<file path="src/agc_cs_pkg.sv">
package agc_cs_pkg;

	// ----------------------------------------------------------------
	// register map
	// ----------------------------------------------------------------
	localparam logic [5:0] GAIN_LIMITS_AND_TARGET_ADDR = 6'h1B;
	localparam logic [5:0] GAIN_ORDER_AND_BUSY_THRESHOLDS_ADDR = 6'h1C;
	localparam logic [7:0] GAIN_LIMITS_AND_TARGET_RST = 8'h03;
	localparam logic [7:0] GAIN_ORDER_AND_BUSY_THRESHOLDS_RST = 8'h40;
	localparam logic [7:0] GAIN_ORDER_AND_BUSY_THRESHOLDS_MASK = 8'h7F;

	// ----------------------------------------------------------------
	// field positions
	// ----------------------------------------------------------------
	localparam int DIGITAL_GAIN_CAP_MSB = 7;
	localparam int DIGITAL_GAIN_CAP_LSB = 6;
	localparam int FRONT_GAIN_CAP_MSB = 5;
	localparam int FRONT_GAIN_CAP_LSB = 3;
	localparam int AMPLITUDE_TARGET_MSB = 2;
	localparam int AMPLITUDE_TARGET_LSB = 0;
	localparam int GAIN_REDUCE_ORDER_BIT = 6;
	localparam int BUSY_RELATIVE_THRESHOLD_MSB = 5;
	localparam int BUSY_RELATIVE_THRESHOLD_LSB = 4;
	localparam int BUSY_ABSOLUTE_THRESHOLD_MSB = 3;
	localparam int BUSY_ABSOLUTE_THRESHOLD_LSB = 0;

	// ----------------------------------------------------------------
	// gain model and decision constants
	// ----------------------------------------------------------------
	localparam logic [2:0] GAIN_STEP_MAX = 3'h7;
	localparam logic [4:0] FRONT_REDUCTION_MAX = 5'h0E;
	localparam logic [4:0] TOTAL_REDUCTION_MAX = 5'h15;
	localparam logic [9:0] GAIN_STEP_DB = 10'h003;
	localparam logic [8:0] HYSTERESIS_DB = 9'h002;
	localparam logic [3:0] ABS_THRESHOLD_OFF = 4'h8;

	// amplitude target in dB per code
	function automatic logic [7:0] target_db(input logic [2:0] code);
		logic [7:0] t;
		t = 8'h18;
		case (code)
			3'h0: t = 8'h18;
			3'h1: t = 8'h1B;
			3'h2: t = 8'h1E;
			3'h3: t = 8'h21;
			3'h4: t = 8'h24;
			3'h5: t = 8'h26;
			3'h6: t = 8'h28;
			default: t = 8'h2A;
		endcase
		return t;
	endfunction

	// rise in dB for the relative check, 0 means disabled
	function automatic logic [9:0] rel_rise_db(input logic [1:0] code);
		logic [9:0] d;
		d = 10'h000;
		case (code)
			2'h1: d = 10'h006;
			2'h2: d = 10'h00A;
			2'h3: d = 10'h00E;
			default: d = 10'h000;
		endcase
		return d;
	endfunction

	typedef enum logic [2:0] {
		ADJ_HOLD = 3'b001,
		ADJ_DOWN = 3'b010,
		ADJ_UP = 3'b100
	} adjust_t;

endpackage

</file>
<file path="src/agc_gain_limit_carrier_sense.sv">
`timescale 1ns/10ps
// How it works
// (RL1) digital gain cap excludes top 0-3 steps
// (RL2) front gain cap lowers combined front ceiling
// (RL3) loop drives averaged amplitude toward target
// (RL4) target code picks 24..42 dB, reset 3
// (RL5) order bit: stage one first, else two
// (RL6) relative busy on 6/10/14 dB rise, 0 off
// (RL7) absolute busy threshold signed dB around target
// (RL8) absolute code 1000 disables absolute sensing
// (RL9) absolute scale is amplitude at starting gain
// (RL10) reserved top bit reads zero, writes ignored
module agc_gain_limit_carrier_sense
	import agc_cs_pkg::*;
(
	// clock and reset
	input wire logic CLOCK_I,
	input wire logic RST_B_I,
	// register port
	input wire logic [5:0] REG_ADDR_I,
	input wire logic REG_WR_I,
	input wire logic [7:0] REG_WDATA_I,
	input wire logic REG_RD_I,
	output logic [7:0] REG_RDATA_O,
	// channel filter amplitude
	input wire logic AMP_VALID_I,
	input wire logic [7:0] AMP_DB_I,
	// gain stage settings and carrier sense
	output logic [2:0] DIGITAL_GAIN_O,
	output logic [2:0] FIRST_FRONT_GAIN_O,
	output logic [2:0] SECOND_FRONT_GAIN_O,
	output logic CARRIER_SENSE_O
);

	// ----------------------------------------------------------------
	// registers
	// ----------------------------------------------------------------
	logic [7:0] limits_r;
	logic [7:0] thresholds_r;
	logic [7:0] rdata_r;
	wire sel_limits = (REG_ADDR_I == GAIN_LIMITS_AND_TARGET_ADDR);
	wire sel_thresholds = (REG_ADDR_I == GAIN_ORDER_AND_BUSY_THRESHOLDS_ADDR);
	wire [7:0] rdata_nxt = sel_limits ? limits_r :
		(sel_thresholds ? (thresholds_r & GAIN_ORDER_AND_BUSY_THRESHOLDS_MASK) : 8'h00); // [RL10]

	always_ff @(posedge CLOCK_I or negedge RST_B_I) begin
		if (!RST_B_I) begin
			limits_r <= GAIN_LIMITS_AND_TARGET_RST; // [RL4]
			thresholds_r <= GAIN_ORDER_AND_BUSY_THRESHOLDS_RST;
			rdata_r <= 8'h00;
		end else begin
			if (REG_WR_I && sel_limits) begin
				limits_r <= REG_WDATA_I;
			end
			if (REG_WR_I && sel_thresholds) begin
				thresholds_r <= REG_WDATA_I & GAIN_ORDER_AND_BUSY_THRESHOLDS_MASK; // [RL10]
			end
			if (REG_RD_I) begin
				rdata_r <= rdata_nxt;
			end
		end
	end

	wire [1:0] digital_gain_cap = limits_r[DIGITAL_GAIN_CAP_MSB:DIGITAL_GAIN_CAP_LSB];
	wire [2:0] front_gain_cap = limits_r[FRONT_GAIN_CAP_MSB:FRONT_GAIN_CAP_LSB];
	wire [2:0] amplitude_target = limits_r[AMPLITUDE_TARGET_MSB:AMPLITUDE_TARGET_LSB];
	wire gain_reduce_order = thresholds_r[GAIN_REDUCE_ORDER_BIT];
	wire [1:0] busy_relative_threshold = thresholds_r[BUSY_RELATIVE_THRESHOLD_MSB:BUSY_RELATIVE_THRESHOLD_LSB];
	wire [3:0] busy_absolute_threshold = thresholds_r[BUSY_ABSOLUTE_THRESHOLD_MSB:BUSY_ABSOLUTE_THRESHOLD_LSB];

	// ----------------------------------------------------------------
	// gain state and limits
	// ----------------------------------------------------------------
	logic [2:0] dg_r;
	logic [2:0] s1_r;
	logic [2:0] s2_r;
	logic [2:0] dg_nxt;
	logic [2:0] s1_nxt;
	logic [2:0] s2_nxt;
	adjust_t adj;

	wire [7:0] target = target_db(amplitude_target); // [RL4]
	wire [2:0] dg_max = GAIN_STEP_MAX - {1'b0, digital_gain_cap}; // [RL1]
	wire [4:0] front_red = FRONT_REDUCTION_MAX - {2'b00, s1_r} - {2'b00, s2_r};
	wire [4:0] total_red = front_red + {2'b00, GAIN_STEP_MAX - dg_r};
	// front ceiling is enforced ahead of the loop so a new cap bites at once
	wire front_over = (front_red < {2'b00, front_gain_cap}); // [RL2]
	wire amp_hi = ({1'b0, AMP_DB_I} > ({1'b0, target} + HYSTERESIS_DB)); // [RL3]
	wire amp_lo = ({1'b0, AMP_DB_I} + HYSTERESIS_DB < {1'b0, target}); // [RL3]
	wire front_floor = (s1_r == 3'h0) && (s2_r == 3'h0);
	wire front_room = (front_red > {2'b00, front_gain_cap});

	always_comb begin
		adj = ADJ_HOLD;
		if (front_over || (AMP_VALID_I && amp_hi)) begin
			adj = ADJ_DOWN;
		end else if (AMP_VALID_I && amp_lo) begin
			adj = ADJ_UP;
		end
	end

	always_comb begin
		dg_nxt = (dg_r > dg_max) ? dg_max : dg_r; // [RL1]
		s1_nxt = s1_r;
		s2_nxt = s2_r;
		case (adj)
			ADJ_DOWN: begin
				if (!front_floor) begin
					// order picks which front stage gives way first
					if (gain_reduce_order ? (s1_r != 3'h0) : (s2_r == 3'h0)) begin // [RL5]
						s1_nxt = s1_r - 3'h1;
					end else begin
						s2_nxt = s2_r - 3'h1;
					end
				end else if (dg_nxt != 3'h0 && !front_over) begin
					dg_nxt = dg_nxt - 3'h1;
				end
			end
			ADJ_UP: begin
				if (dg_r < dg_max) begin
					dg_nxt = dg_r + 3'h1;
				end else if (front_room) begin
					// restore in the reverse of the reduction order
					if (gain_reduce_order ? (s2_r == GAIN_STEP_MAX) : (s1_r != GAIN_STEP_MAX)) begin // [RL5]
						s1_nxt = s1_r + 3'h1;
					end else begin
						s2_nxt = s2_r + 3'h1;
					end
				end
			end
			default: begin
			end
		endcase
	end

	always_ff @(posedge CLOCK_I or negedge RST_B_I) begin
		if (!RST_B_I) begin
			dg_r <= GAIN_STEP_MAX;
			s1_r <= GAIN_STEP_MAX;
			s2_r <= GAIN_STEP_MAX;
		end else begin
			dg_r <= dg_nxt; // [RL3]
			s1_r <= s1_nxt;
			s2_r <= s2_nxt;
		end
	end

	// ----------------------------------------------------------------
	// carrier sense
	// ----------------------------------------------------------------
	logic abs_hit_r;
	logic rel_hit_r;
	logic cs_r;
	logic [9:0] base_r;

	// amplitude referred back to the starting gain
	wire [9:0] amp_ref = {2'b00, AMP_DB_I} + GAIN_STEP_DB * {5'h00, total_red}; // [RL9]
	wire [9:0] abs_thr = {2'b00, target} + {{6{busy_absolute_threshold[3]}}, busy_absolute_threshold}; // [RL7]
	wire abs_on = (busy_absolute_threshold != ABS_THRESHOLD_OFF); // [RL8]
	wire [9:0] rel_rise = rel_rise_db(busy_relative_threshold);
	wire rel_on = (busy_relative_threshold != 2'h0); // [RL6]
	// one extra bit so the idle baseline cannot wrap into a false rise
	wire rel_up = ({1'b0, amp_ref} >= ({1'b0, base_r} + {1'b0, rel_rise}));

	always_ff @(posedge CLOCK_I or negedge RST_B_I) begin
		if (!RST_B_I) begin
			abs_hit_r <= 1'b0;
			rel_hit_r <= 1'b0;
			base_r <= 10'h3FF;
		end else begin
			if (!abs_on) begin
				abs_hit_r <= 1'b0; // [RL8]
			end else if (AMP_VALID_I) begin
				abs_hit_r <= (amp_ref >= abs_thr); // [RL7]
			end
			if (!rel_on) begin
				rel_hit_r <= 1'b0; // [RL6]
				base_r <= 10'h3FF;
			end else if (AMP_VALID_I) begin
				rel_hit_r <= rel_up; // [RL6]
				if (!rel_up) begin
					base_r <= amp_ref;
				end
			end
		end
	end

	// combined flag registered once more so the output is a plain flop
	always_ff @(posedge CLOCK_I or negedge RST_B_I) begin
		if (!RST_B_I) begin
			cs_r <= 1'b0;
		end else begin
			cs_r <= abs_hit_r | rel_hit_r;
		end
	end

	assign REG_RDATA_O = rdata_r;
	assign DIGITAL_GAIN_O = dg_r;
	assign FIRST_FRONT_GAIN_O = s1_r;
	assign SECOND_FRONT_GAIN_O = s2_r;
	assign CARRIER_SENSE_O = cs_r;

	// ----------------------------------------------------------------
	// checks
	// ----------------------------------------------------------------
	AST_DIGITAL_CAP: assert property (@(posedge CLOCK_I) disable iff (!RST_B_I) // [RL1]
		(dg_r > dg_max) |=> (dg_r <= $past(dg_max)))
		else $error("digital gain above its cap");

	AST_FRONT_CAP: assert property (@(posedge CLOCK_I) disable iff (!RST_B_I) // [RL2]
		front_over |=> (front_red == $past(front_red) + 5'h01))
		else $error("front gain over cap not reduced");

	AST_LOOP_DOWN: assert property (@(posedge CLOCK_I) disable iff (!RST_B_I) // [RL3]
		(AMP_VALID_I && amp_hi && !front_over && (total_red < TOTAL_REDUCTION_MAX) && !(dg_r > dg_max))
		|=> (total_red == $past(total_red) + 5'h01))
		else $error("gain not lowered on high amplitude");

	AST_TARGET_TABLE: assert property (@(posedge CLOCK_I) disable iff (!RST_B_I) // [RL4]
		(amplitude_target == 3'h5) |-> (target == 8'h26))
		else $error("amplitude target code 5 not 38 dB");

	AST_ORDER_FIRST: assert property (@(posedge CLOCK_I) disable iff (!RST_B_I) // [RL5]
		(adj == ADJ_DOWN && gain_reduce_order && s1_r != 3'h0)
		|=> (s1_r == $past(s1_r) - 3'h1) && $stable(s2_r))
		else $error("first stage not reduced first");

	AST_ORDER_SECOND: assert property (@(posedge CLOCK_I) disable iff (!RST_B_I) // [RL5]
		(adj == ADJ_DOWN && !gain_reduce_order && s2_r != 3'h0)
		|=> (s2_r == $past(s2_r) - 3'h1) && $stable(s1_r))
		else $error("second stage not reduced first");

	AST_REL_OFF: assert property (@(posedge CLOCK_I) disable iff (!RST_B_I) // [RL6]
		(!rel_on) |=> !rel_hit_r)
		else $error("relative sense active while disabled");

	AST_ABS_LEVEL: assert property (@(posedge CLOCK_I) disable iff (!RST_B_I) // [RL7]
		(AMP_VALID_I && abs_on && amp_ref >= abs_thr) |=> abs_hit_r ##1 cs_r)
		else $error("absolute threshold crossing missed");

	AST_ABS_OFF: assert property (@(posedge CLOCK_I) disable iff (!RST_B_I) // [RL8]
		(busy_absolute_threshold == ABS_THRESHOLD_OFF) |=> !abs_hit_r)
		else $error("absolute sense active with code 1000");

	AST_ABS_SCALE: assert property (@(posedge CLOCK_I) disable iff (!RST_B_I) // [RL9]
		(total_red == 5'h00) |-> (amp_ref == {2'b00, AMP_DB_I}))
		else $error("scale wrong at starting gain");

	AST_RESERVED_BIT: assert property (@(posedge CLOCK_I) disable iff (!RST_B_I) // [RL10]
		(REG_RD_I && sel_thresholds) |=> !REG_RDATA_O[7])
		else $error("reserved bit read as one");

	AST_DIGITAL_CEILING: assert property (@(posedge CLOCK_I) disable iff (!RST_B_I) // [RL1]
		!(REG_WR_I && sel_limits) && (dg_r <= dg_max) |=> (dg_r <= dg_max))
		else $error("digital gain rose above its cap");

	AST_FRONT_HELD: assert property (@(posedge CLOCK_I) disable iff (!RST_B_I) // [RL2]
		!(REG_WR_I && sel_limits) && !front_over |=> !front_over)
		else $error("front gain restored above its cap");

	AST_LOOP_UP: assert property (@(posedge CLOCK_I) disable iff (!RST_B_I) // [RL3]
		(AMP_VALID_I && amp_lo && !front_over && (dg_r < dg_max))
		|=> (dg_r == $past(dg_r) + 3'h1))
		else $error("digital gain not raised on low amplitude");

	AST_LOOP_HOLD: assert property (@(posedge CLOCK_I) disable iff (!RST_B_I) // [RL3]
		(AMP_VALID_I && !amp_hi && !amp_lo && !front_over && (dg_r <= dg_max))
		|=> $stable(dg_r) && $stable(s1_r) && $stable(s2_r))
		else $error("gain moved inside the dead zone");

	AST_IDLE_HOLD: assert property (@(posedge CLOCK_I) disable iff (!RST_B_I) // [RL3]
		(!AMP_VALID_I && !front_over && (dg_r <= dg_max))
		|=> $stable(dg_r) && $stable(s1_r) && $stable(s2_r))
		else $error("gain moved without a sample");

	AST_TARGET_LOW: assert property (@(posedge CLOCK_I) disable iff (!RST_B_I) // [RL4]
		(amplitude_target == 3'h0) |-> (target == 8'h18))
		else $error("amplitude target code 0 not 24 dB");

	AST_TARGET_HIGH: assert property (@(posedge CLOCK_I) disable iff (!RST_B_I) // [RL4]
		(amplitude_target == 3'h7) |-> (target == 8'h2A))
		else $error("amplitude target code 7 not 42 dB");

	AST_ORDER_FIRST_EMPTY: assert property (@(posedge CLOCK_I) disable iff (!RST_B_I) // [RL5]
		(adj == ADJ_DOWN && gain_reduce_order && s1_r == 3'h0 && s2_r != 3'h0)
		|=> (s2_r == $past(s2_r) - 3'h1) && $stable(s1_r))
		else $error("second stage not reduced after first empty");

	AST_ORDER_SECOND_EMPTY: assert property (@(posedge CLOCK_I) disable iff (!RST_B_I) // [RL5]
		(adj == ADJ_DOWN && !gain_reduce_order && s2_r == 3'h0 && s1_r != 3'h0)
		|=> (s1_r == $past(s1_r) - 3'h1) && $stable(s2_r))
		else $error("first stage not reduced after second empty");

	AST_REL_RISE: assert property (@(posedge CLOCK_I) disable iff (!RST_B_I) // [RL6]
		(AMP_VALID_I && rel_on && rel_up) |=> rel_hit_r ##1 cs_r)
		else $error("relative rise missed");

	AST_REL_QUIET: assert property (@(posedge CLOCK_I) disable iff (!RST_B_I) // [RL6]
		(AMP_VALID_I && rel_on && !rel_up) |=> !rel_hit_r)
		else $error("relative sense without a rise");

	AST_ABS_BELOW: assert property (@(posedge CLOCK_I) disable iff (!RST_B_I) // [RL7]
		(AMP_VALID_I && abs_on && (amp_ref < abs_thr)) |=> !abs_hit_r)
		else $error("absolute sense below threshold");

	AST_CS_OFF: assert property (@(posedge CLOCK_I) disable iff (!RST_B_I) // [RL8]
		(!rel_on && !abs_on) |=> ##1 !cs_r)
		else $error("carrier sense with both checks disabled");

	AST_RESERVED_HELD: assert property (@(posedge CLOCK_I) disable iff (!RST_B_I) // [RL10]
		!thresholds_r[7])
		else $error("reserved bit stored as one");

endmodule

</file>
<file path="config.mk">
export PLATFORM = sky130hd
export DESIGN_NAME = agc_gain_limit_carrier_sense
export DESIGN_NICKNAME = d
export VERILOG_FILES = /design/src/agc_cs_pkg.sv /design/src/agc_gain_limit_carrier_sense.sv
export SDC_FILE = /design/constraint.sdc
export NUM_CORES = 1
export LEC_CHECK = 0
export ABC_AREA = 1
export BUFFER_PORTS_ARGS = -buffer_cell sky130_fd_sc_hd__buf_2
export CAP_MARGIN = 25
export CELL_PAD_IN_SITES_DETAIL_PLACEMENT = 0
export CELL_PAD_IN_SITES_GLOBAL_PLACEMENT = 2
export CORE_ASPECT_RATIO = 0.9
export CORE_MARGIN = 1.5
export CORE_UTILIZATION = 30
export CTS_CLUSTER_DIAMETER = 100
export DETAILED_ROUTE_END_ITERATION = 10
export PLACE_DENSITY_LB_ADDON = 0.25
export SETUP_SLACK_MARGIN = 0.05
export SLEW_MARGIN = 20
export SYNTH_ARGS = -nofsm -noshare
export SYNTH_HDL_FRONTEND = slang
export SYNTH_SLANG_ARGS = --single-unit
</file>
<file path="constraint.sdc">
create_clock -name CLOCK_I -period 5.1 [get_ports CLOCK_I]
set_input_delay 0.51 -clock CLOCK_I [delete_from_list [all_inputs] [get_ports CLOCK_I]]
set_output_delay 0.51 -clock CLOCK_I [all_outputs]
set_load 0.05 [all_outputs]
</file>
==> impl.org, run 1 <==
** Outcome
- The flow ran to the end, and the final reports show no timing, DRC or antenna violations.

** Critical path
- The worst setup path is launched from a flop.
- For the worst setup path, the data arrival time is 5260 ps.
- Maximum fanout along the worst path :: 7
- Library cell contributing the largest single delay on the critical path :: sky130_fd_sc_hd__dfstp_4
- Biggest cell delay along the critical path :: 630 ps
- Worst endpoint required time :: 5350 ps
- The worst setup path is of the flop to flop kind.
- Number of cell instances on the worst register-to-register path :: 30
- Cell occurring most often along the worst timing path :: sky130_fd_sc_hd__nand2_1
- Worst Setup SP :: FIRST_FRONT_GAIN_O[1]
- Reg-to-reg startpoint :: FIRST_FRONT_GAIN_O[1]
- The worst setup path is captured at a flop.

** Floorplan
- During I/O placement, the number of pins put on the boundary was 45.
- Measured along the y axis, the die boundary spans 118.7 um.
- Number of placement rows :: between 40 and 50
- Floorplan Core Area :: roughly 15000 sq um
- The die covers 15610 sq um.
- Die Wd :: 131.5 um
- The initial utilization of the core area, before any placement, comes to 30.52%.

** Synthesis
- Avg Synthesized Cell Area :: 7.445 sq um
- Number of enable-type register cells in the synthesized netlist :: 0
- Largest family of logic cells by synthesized area :: simple AND/OR/NAND/NOR gates
- Post-synthesis share of cell area spent on full adders, half adders and majority gates :: 22.33%
- Most used flip-flop cell after synthesis :: sky130_fd_sc_hd__dfrtp_1
- The cell area that synthesis handed to floorplanning was 4459 sq um.
- Compound-cell area share of the yosys netlist :: 11.70%
- In the synthesized netlist, mux cells make up 0% of the area.
- After Yosys synthesis, and, or, nand and nor cells account for 26.77% of the synthesized area.
- Async S/R FF share, synth :: 100.0%
- Cells after synthesis :: between 500 and 600
- The number of nets in the synthesized netlist is about 700.
- Xor/xnor cell area share of the yosys netlist :: 3.900%
- Synthesis instantiated 43 different standard cells from the library.
- The Yosys step of the flow raised 0 warnings.
- Synthesis inferred 45 register bits.
- Summing the sequential cell areas from Yosys gives 25.87% of the chip area.

** Global routing
- Met1 global-route usage :: 22.89%
- Wire length of the first global-routing pass :: ~20000 um
- The via count of the first global-routing pass is 3939.
- Overall Global Routing Usage :: 16.01%
- Met3 Use GR :: 2.574%
- Global routing usage on met2 :: 25.43%
- Entering global routing, the biggest net connects 46 pins.
- Number of antenna violations at the first check in global routing :: 0
- Most used routing layer :: met2
- For this run the aggregate overflow at the end of global routing stands at 0.

** Final layout
- Top library cells by usage in the layout, fill and taps aside :: sky130_fd_sc_hd__nand2_1, sky130_fd_sc_hd__inv_1, sky130_fd_sc_hd__ha_1
- Ratio of cells with drive above 1 in the final layout :: 26.12%
- Leaving out fill and tap cells, the most frequent cell in the layout is sky130_fd_sc_hd__nand2_1.
- Compared with the post-synthesis result, the final layout area differs by 24.13%.
- Count of inserted antenna diode cells :: 0
- Excluding fillers, the count of instances in the completed layout stands at 868.
- At the end of the flow, the number of nets in the layout was 769.

** Min path
- Class of the tightest hold or removal check :: input port to async pin

** Detailed routing
- Dividing the detail-routed wire length by the instance count gives 13.82 um.
- In this run, the number of DRC markers left after iteration 0 of detailed routing was ~200.
- Vias :: 3998
- Drt total wl :: 11990 um
- Residual DRC count :: 0
- Antenna viol nets, final :: 0
- Average via count per standard cell :: 4.606
- Number of detailed-routing iterations run before antenna repair :: 4

** Place
- Routability-driven placement finished with a final weighted congestion of just over 0.8.
- Hpwl dp :: 9959 um
- Input and output buffers added on the ports amount to 44.
- Counting tap cells, the placed design contains a total of 855 instances.

** Clocking
- The H-tree was split into 2 levels.
- CTS Buffer Depth :: 2
- The clock reaches the later pin of the worst-skew pair after ~300 ps.
- Clock tree from TritonCTS :: done
- Clock Tree Root :: sky130_fd_sc_hd__clkbuf_16
- The clock drives 45 sinks.
- In this run, CTS created clock tree buffers numbering 5.
- Clock-pin slew was measured on the worst setup and hold paths at 70 ps.

** STA
- For the pin with the worst max-slew slack, the measured transition is 809.6 ps.
- The number of max-slew violations in the final report came to 0.
- Of the available clock period, the critical path in the final layout requires between 90% and 100%.
- Relative slew slack :: between 40 and 50%
- Setup violations remaining at the end of the flow were counted as 0.
- Setup repair after global routing missed its margin :: yes
- Hold is met by 308.3 ps.
- In the final timing run, aggregate negative setup slack is 0 ps.
- The final hold violation count was 0.
- Final clock skew :: 4.736 ps
- Minimum clock period :: between 5000 and 6000 ps
- Maximum clock frequency :: 0.1996 GHz

** Flow run
- Count of maximum capacitance violations :: 0
## registers in the layout, indices dropped and copies added, names as in the netlist
register,cells
base_r,10
REG_RDATA_O,8
DIGITAL_GAIN_O,3
rel_hit_r,1
thresholds_r,7
SECOND_FRONT_GAIN_O,3
abs_hit_r,1
CARRIER_SENSE_O,1
limits_r,8
FIRST_FRONT_GAIN_O,3
## timing repair
item                                    CTS  global route
setup buffers                             1             4
resized for setup                        12            28
pin swaps                                 9            21
gates cloned                              0             0
hold buffers                              0             0
endpoints found under the setup margin   12            12
## cells by family after synthesis
kind of cell	count (synthesis)
other	1
AND/OR/NAND/NOR	269
flip-flops	45
adder cells (fa/ha/maj)	73
XOR/XNOR	19
AO/OA/AOI/OAI	85
buffers and inverters	107
## synthesized netlist by cell type (2+ instances only)
library cell	instances	area share (%)
sky130_fd_sc_hd__inv_2	2	0.17
sky130_fd_sc_hd__a21oi_1	25	2.8
sky130_fd_sc_hd__nand3_2	2	0.45
sky130_fd_sc_hd__xor2_1	13	2.6
sky130_fd_sc_hd__clkbuf_1	6	0.51
sky130_fd_sc_hd__nand3_1	42	4.7
sky130_fd_sc_hd__fa_1	11	4.9
sky130_fd_sc_hd__dfstp_2	22	13
sky130_fd_sc_hd__o211ai_1	2	0.34
sky130_fd_sc_hd__a21oi_4	2	0.73
sky130_fd_sc_hd__inv_1	97	8.2
sky130_fd_sc_hd__xnor2_1	5	0.98
sky130_fd_sc_hd__nand2_4	3	0.76
sky130_fd_sc_hd__nand4_1	11	1.5
sky130_fd_sc_hd__buf_6	2	0.51
sky130_fd_sc_hd__nor2_2	5	0.70
sky130_fd_sc_hd__o21a_1	6	1.0
sky130_fd_sc_hd__nand2_2	6	0.84
sky130_fd_sc_hd__nor2_1	29	2.4
sky130_fd_sc_hd__dfrtp_1	23	13
sky130_fd_sc_hd__o221ai_1	6	1.2
sky130_fd_sc_hd__o21ai_0	31	3.5
sky130_fd_sc_hd__a31oi_1	3	0.42
sky130_fd_sc_hd__nor3b_1	2	0.34
sky130_fd_sc_hd__nand2_1	161	14
sky130_fd_sc_hd__or2_2	3	0.42
sky130_fd_sc_hd__ha_1	62	17
sky130_fd_sc_hd__o21ai_1	2	0.22
## layer usage
metal	up-vias	wire (um)
met2	53	5311
met3	8	362
met5	-	0
met4	0	109
li1	2082	-
met1	1855	6209
## worst max-delay path: cells and delay by family, from the launching register on
kind / cells / cell delay [ps]
adder cells (fa/ha/maj): 7 / 2170
buffers and inverters: 3 / 220
AO/OA/AOI/OAI: 5 / 500
AND/OR/NAND/NOR: 14 / 1260
flip-flops: 1 / 630
XOR/XNOR: 1 / 170
## stage by stage
step                      setup slack (ps)  util, %  instance area (sq um)
after floorplan                      53.45        -                   4584
after global placement               8.535    35.41                   5172
after detailed placement            -80.03    35.41                   5172
after CTS                            52.21    36.72                   5365
after global routing                -179.8    37.89                   5535
final                                88.84    37.89                   5535
## final cells by class
type	count	area, sq um
well taps	198	247.7
inverters	99	374.1
flip-flops and latches	45	1169
multi-input cells	447	3173
fillers	1619	9074
clock inverters	3	20.02
clock buffers	5	125.1
repair buffers	71	426.7
## worst paths after layout
check | end | slack (ps)
setup / recovery | base_r[4] | 90
hold / removal | abs_hit_r | 310
setup reg to reg | base_r[4] | 90
hold reg to reg | base_r[1] | 470
max in group asynchronous | REG_RDATA_O[7] | 4390
min in group CLOCK_I | limits_r[7] | 460
Power of run 1 is not shown: default switching activity piles up to over one toggle a cycle in this logic, so the estimate is an artifact.
==> run 2, diff against run 1 <==
clock period = 4.13 ns   (was 5.1 ns; I/O delays follow)
==> run 2 against run 1 <==
Effect of this change:
- the flow now finishes with violations (setup timing)
- setup slack worse by 1100 ps
- routed wire length up 3.9%
- cell count up 3.1%
- hold slack worse by 220 ps
- critical path depth unchanged
- count of clock-buffer cells in the layout unchanged
- design area up 4.4%
- first-iteration DRC count up 12%
- sequential share of layout area down 0.89 points
- die area unchanged
- critical path type unchanged
- critical endpoint unchanged
- largest cell class unchanged
- highest routed layer unchanged
==> impl.org, run 2 (synthesis results as in run 1) <==
** Outcome
- Result of the run :: finished, violations left
- The checks that failed: setup timing.

** Critical path
- Worst endpoint required time :: 4360 ps
- Worst-case register-to-register setup slack :: -970 ps
- Delay-heaviest family, CP :: adder cells
- For this run, the slowest stage of the critical path takes 630 ps.
- Among all stages on the critical path, the largest delay is contributed by sky130_fd_sc_hd__dfstp_4.
- By startpoint and endpoint, the worst setup path is classified as flop to flop.
- Type of element launching the critical path :: flop
- Maximum fanout along the worst path :: 5
- STA classifies the critical path endpoint as a flop.
- Total buffers and inverters traversed by the critical path :: 3
- Critical Path AT :: 5340 ps

** Final layout
- The final layout contains 796 nets.
- Ratio of cells with drive above 1 in the final layout :: ~28%
- Flip-flop count of the largest register, all copies and words added :: 10
- Final instance area :: 5779 sq um
- After the flow finishes, the layout carries non-filler instances totaling 895.
- Compared with the post-synthesis result, the final layout area differs by 29.60%.
- More flip-flops sit in one register than any other, and that register is base_r.
- 0 antenna diodes ended up in the layout.
- Most frequent standard cell in the layout excluding fill and tap cells :: sky130_fd_sc_hd__nand2_1
- Fill cells in the final layout number 1563.
- Top library cells by usage in the layout, fill and taps aside :: sky130_fd_sc_hd__nand2_1, sky130_fd_sc_hd__inv_1, sky130_fd_sc_hd__ha_1, sky130_fd_sc_hd__buf_4, sky130_fd_sc_hd__buf_2

** STA
- After routing, the total negative slack on setup checks comes to -11240 ps.
- For the final database, setup skew stands at ~15 ps.
- Setup repair after global routing could not meet its margin everywhere.
- Fin crit share :: 123.6%
- Transition time of the tightest slew-check pin :: 634.9 ps
- Relative slew slack :: roughly 58%
- Setup violations remaining at the end of the flow were counted as 12.
- Maximum clock frequency :: 0.1959 GHz
- Minimum clock period :: 5105 ps
- Across all setup checks in the final design, the least slack found is -974.8 ps.
- Number of hold violations in the final report :: 0
- Number of pins with negative max-slew slack in the final report :: 0

** Floorplan
- The die is 118.7 um tall.
- Measured along the x axis, the die boundary spans around 130 um.
- 45 I/O pins were placed.
- Number of placement rows :: 42
- The floorplan step defined a die boundary enclosing between 15000 and 20000 sq um.
- The core region is 14610 sq um.
- For this configuration, the core starts out at a cell density of 30.52%.

** Clocking
- Clock tree from TritonCTS :: done
- Insertion delay of the later-clocked pin in the worst-skew pair :: around 300 ps
- TritonCTS Buffers :: 5
- CTS Hold Buffers Added :: 0
- The H-tree generated during clock tree synthesis spans 2 levels.
- CTS Buffer Depth :: 2
- TritonCTS Sinks :: 45
- The root buffer cell chosen for the clock tree is sky130_fd_sc_hd__clkbuf_16.
- Clock-pin slew was measured on the worst setup and hold paths at 80 ps.

** Detailed routing
- In the final routed layout, each cell accounts on average for 13.92 um.
- Vias :: 4178
- After detailed routing, the total wire length is 12460 um.
- Antenna viol nets, final :: 0
- After detailed routing, the number of vias per cell comes to 4.668.
- Residual DRC count :: 0
- In this run, the number of DRC markers left after iteration 0 of detailed routing was 226.
- Number of detailed-routing iterations run before antenna repair :: 4

** Global routing
- Most used routing layer :: met1
- Total gr overflow :: 0
- Met3 Use GR :: between 2 and 3%
- Overall Global Routing Usage :: 16.29%
- The number of antenna violations at the first check in global routing was 0.
- Number of global-route vias before repair :: 4055
- For met2 alone, demand over resource in global routing was 24.24%.
- Met1 global-route usage :: 24.69%
- The first global-routing pass estimated between 20000 and 25000 um of wire.
- Largest net degree at the start of global routing :: 28

** Place
- IO Port Bufs :: 44
- Cells after DPL :: 881
- In this run the cell area measured after placement is 5424 sq um.
- Routability-driven placement finished with a final weighted congestion of 0.8355.
- Hpwl dp :: between 10000 and 15000 um

** Flow run
- Count of maximum capacitance violations :: 0

** Min path
- The path class of the tightest hold or removal check is input port to async pin.
## run 2: stage by stage
| stage | utilization [%] | setup slack [ps] | hold slack [ps] |
|---|---|---|---|
| 3_5_place_dp | 37.13 | -1025 | 408.9 |
| 2_1_floorplan | - | -868.1 | 117.4 |
| 3_3_place_gp | 36.99 | -927.6 | 447.9 |
| 6_report | 39.56 | -974.8 | 83.74 |
| 4_1_cts | 39.25 | -880.0 | 80.91 |
| 5_1_grt | 39.56 | -1219 | 104.4 |
## run 2: layout make-up
cell class / instances / area [sq um] / area share (%)
repair buffers: 98 / 645.6 / 11.17
clock inverters: 3 / 47.55 / 0.8227
flip-flops and latches: 45 / 1169 / 20.22
clock buffers: 5 / 125.1 / 2.165
multi-input cells: 447 / 3171 / 54.86
inverters: 99 / 374.1 / 6.473
well taps: 198 / 247.7 / 4.287
## run 2: final timing paths
path,depth (start not counted),to,startpoint
worst max-delay path,30,base_r[4],FIRST_FRONT_GAIN_O[1]
worst min-delay path,1,REG_RDATA_O[3],RST_B_I
worst max register to register,30,base_r[4],FIRST_FRONT_GAIN_O[1]
worst min register to register,1,CARRIER_SENSE_O,abs_hit_r
max in group asynchronous,2,base_r[2],RST_B_I
min in group CLOCK_I,3,thresholds_r[6],REG_WDATA_I[6]
## run 2: repair_timing
item,in CTS,in global routing
gates resized for setup,19,7
setup endpoints to repair,12,12
gates cloned,1,0
pin swaps,35,14
buffers inserted,5,0
## run 2: per-layer routing
layer  wire [um]  share of wire (%)  vias to the layer above
met1        6621                 53                     1969
met3         472                3.8                        6
met5           0                  0                        -
met4          74               0.59                        0
met2        5293                 42                       60
li1            -                  -                     2143
Power of run 2 is left out for the same reason.
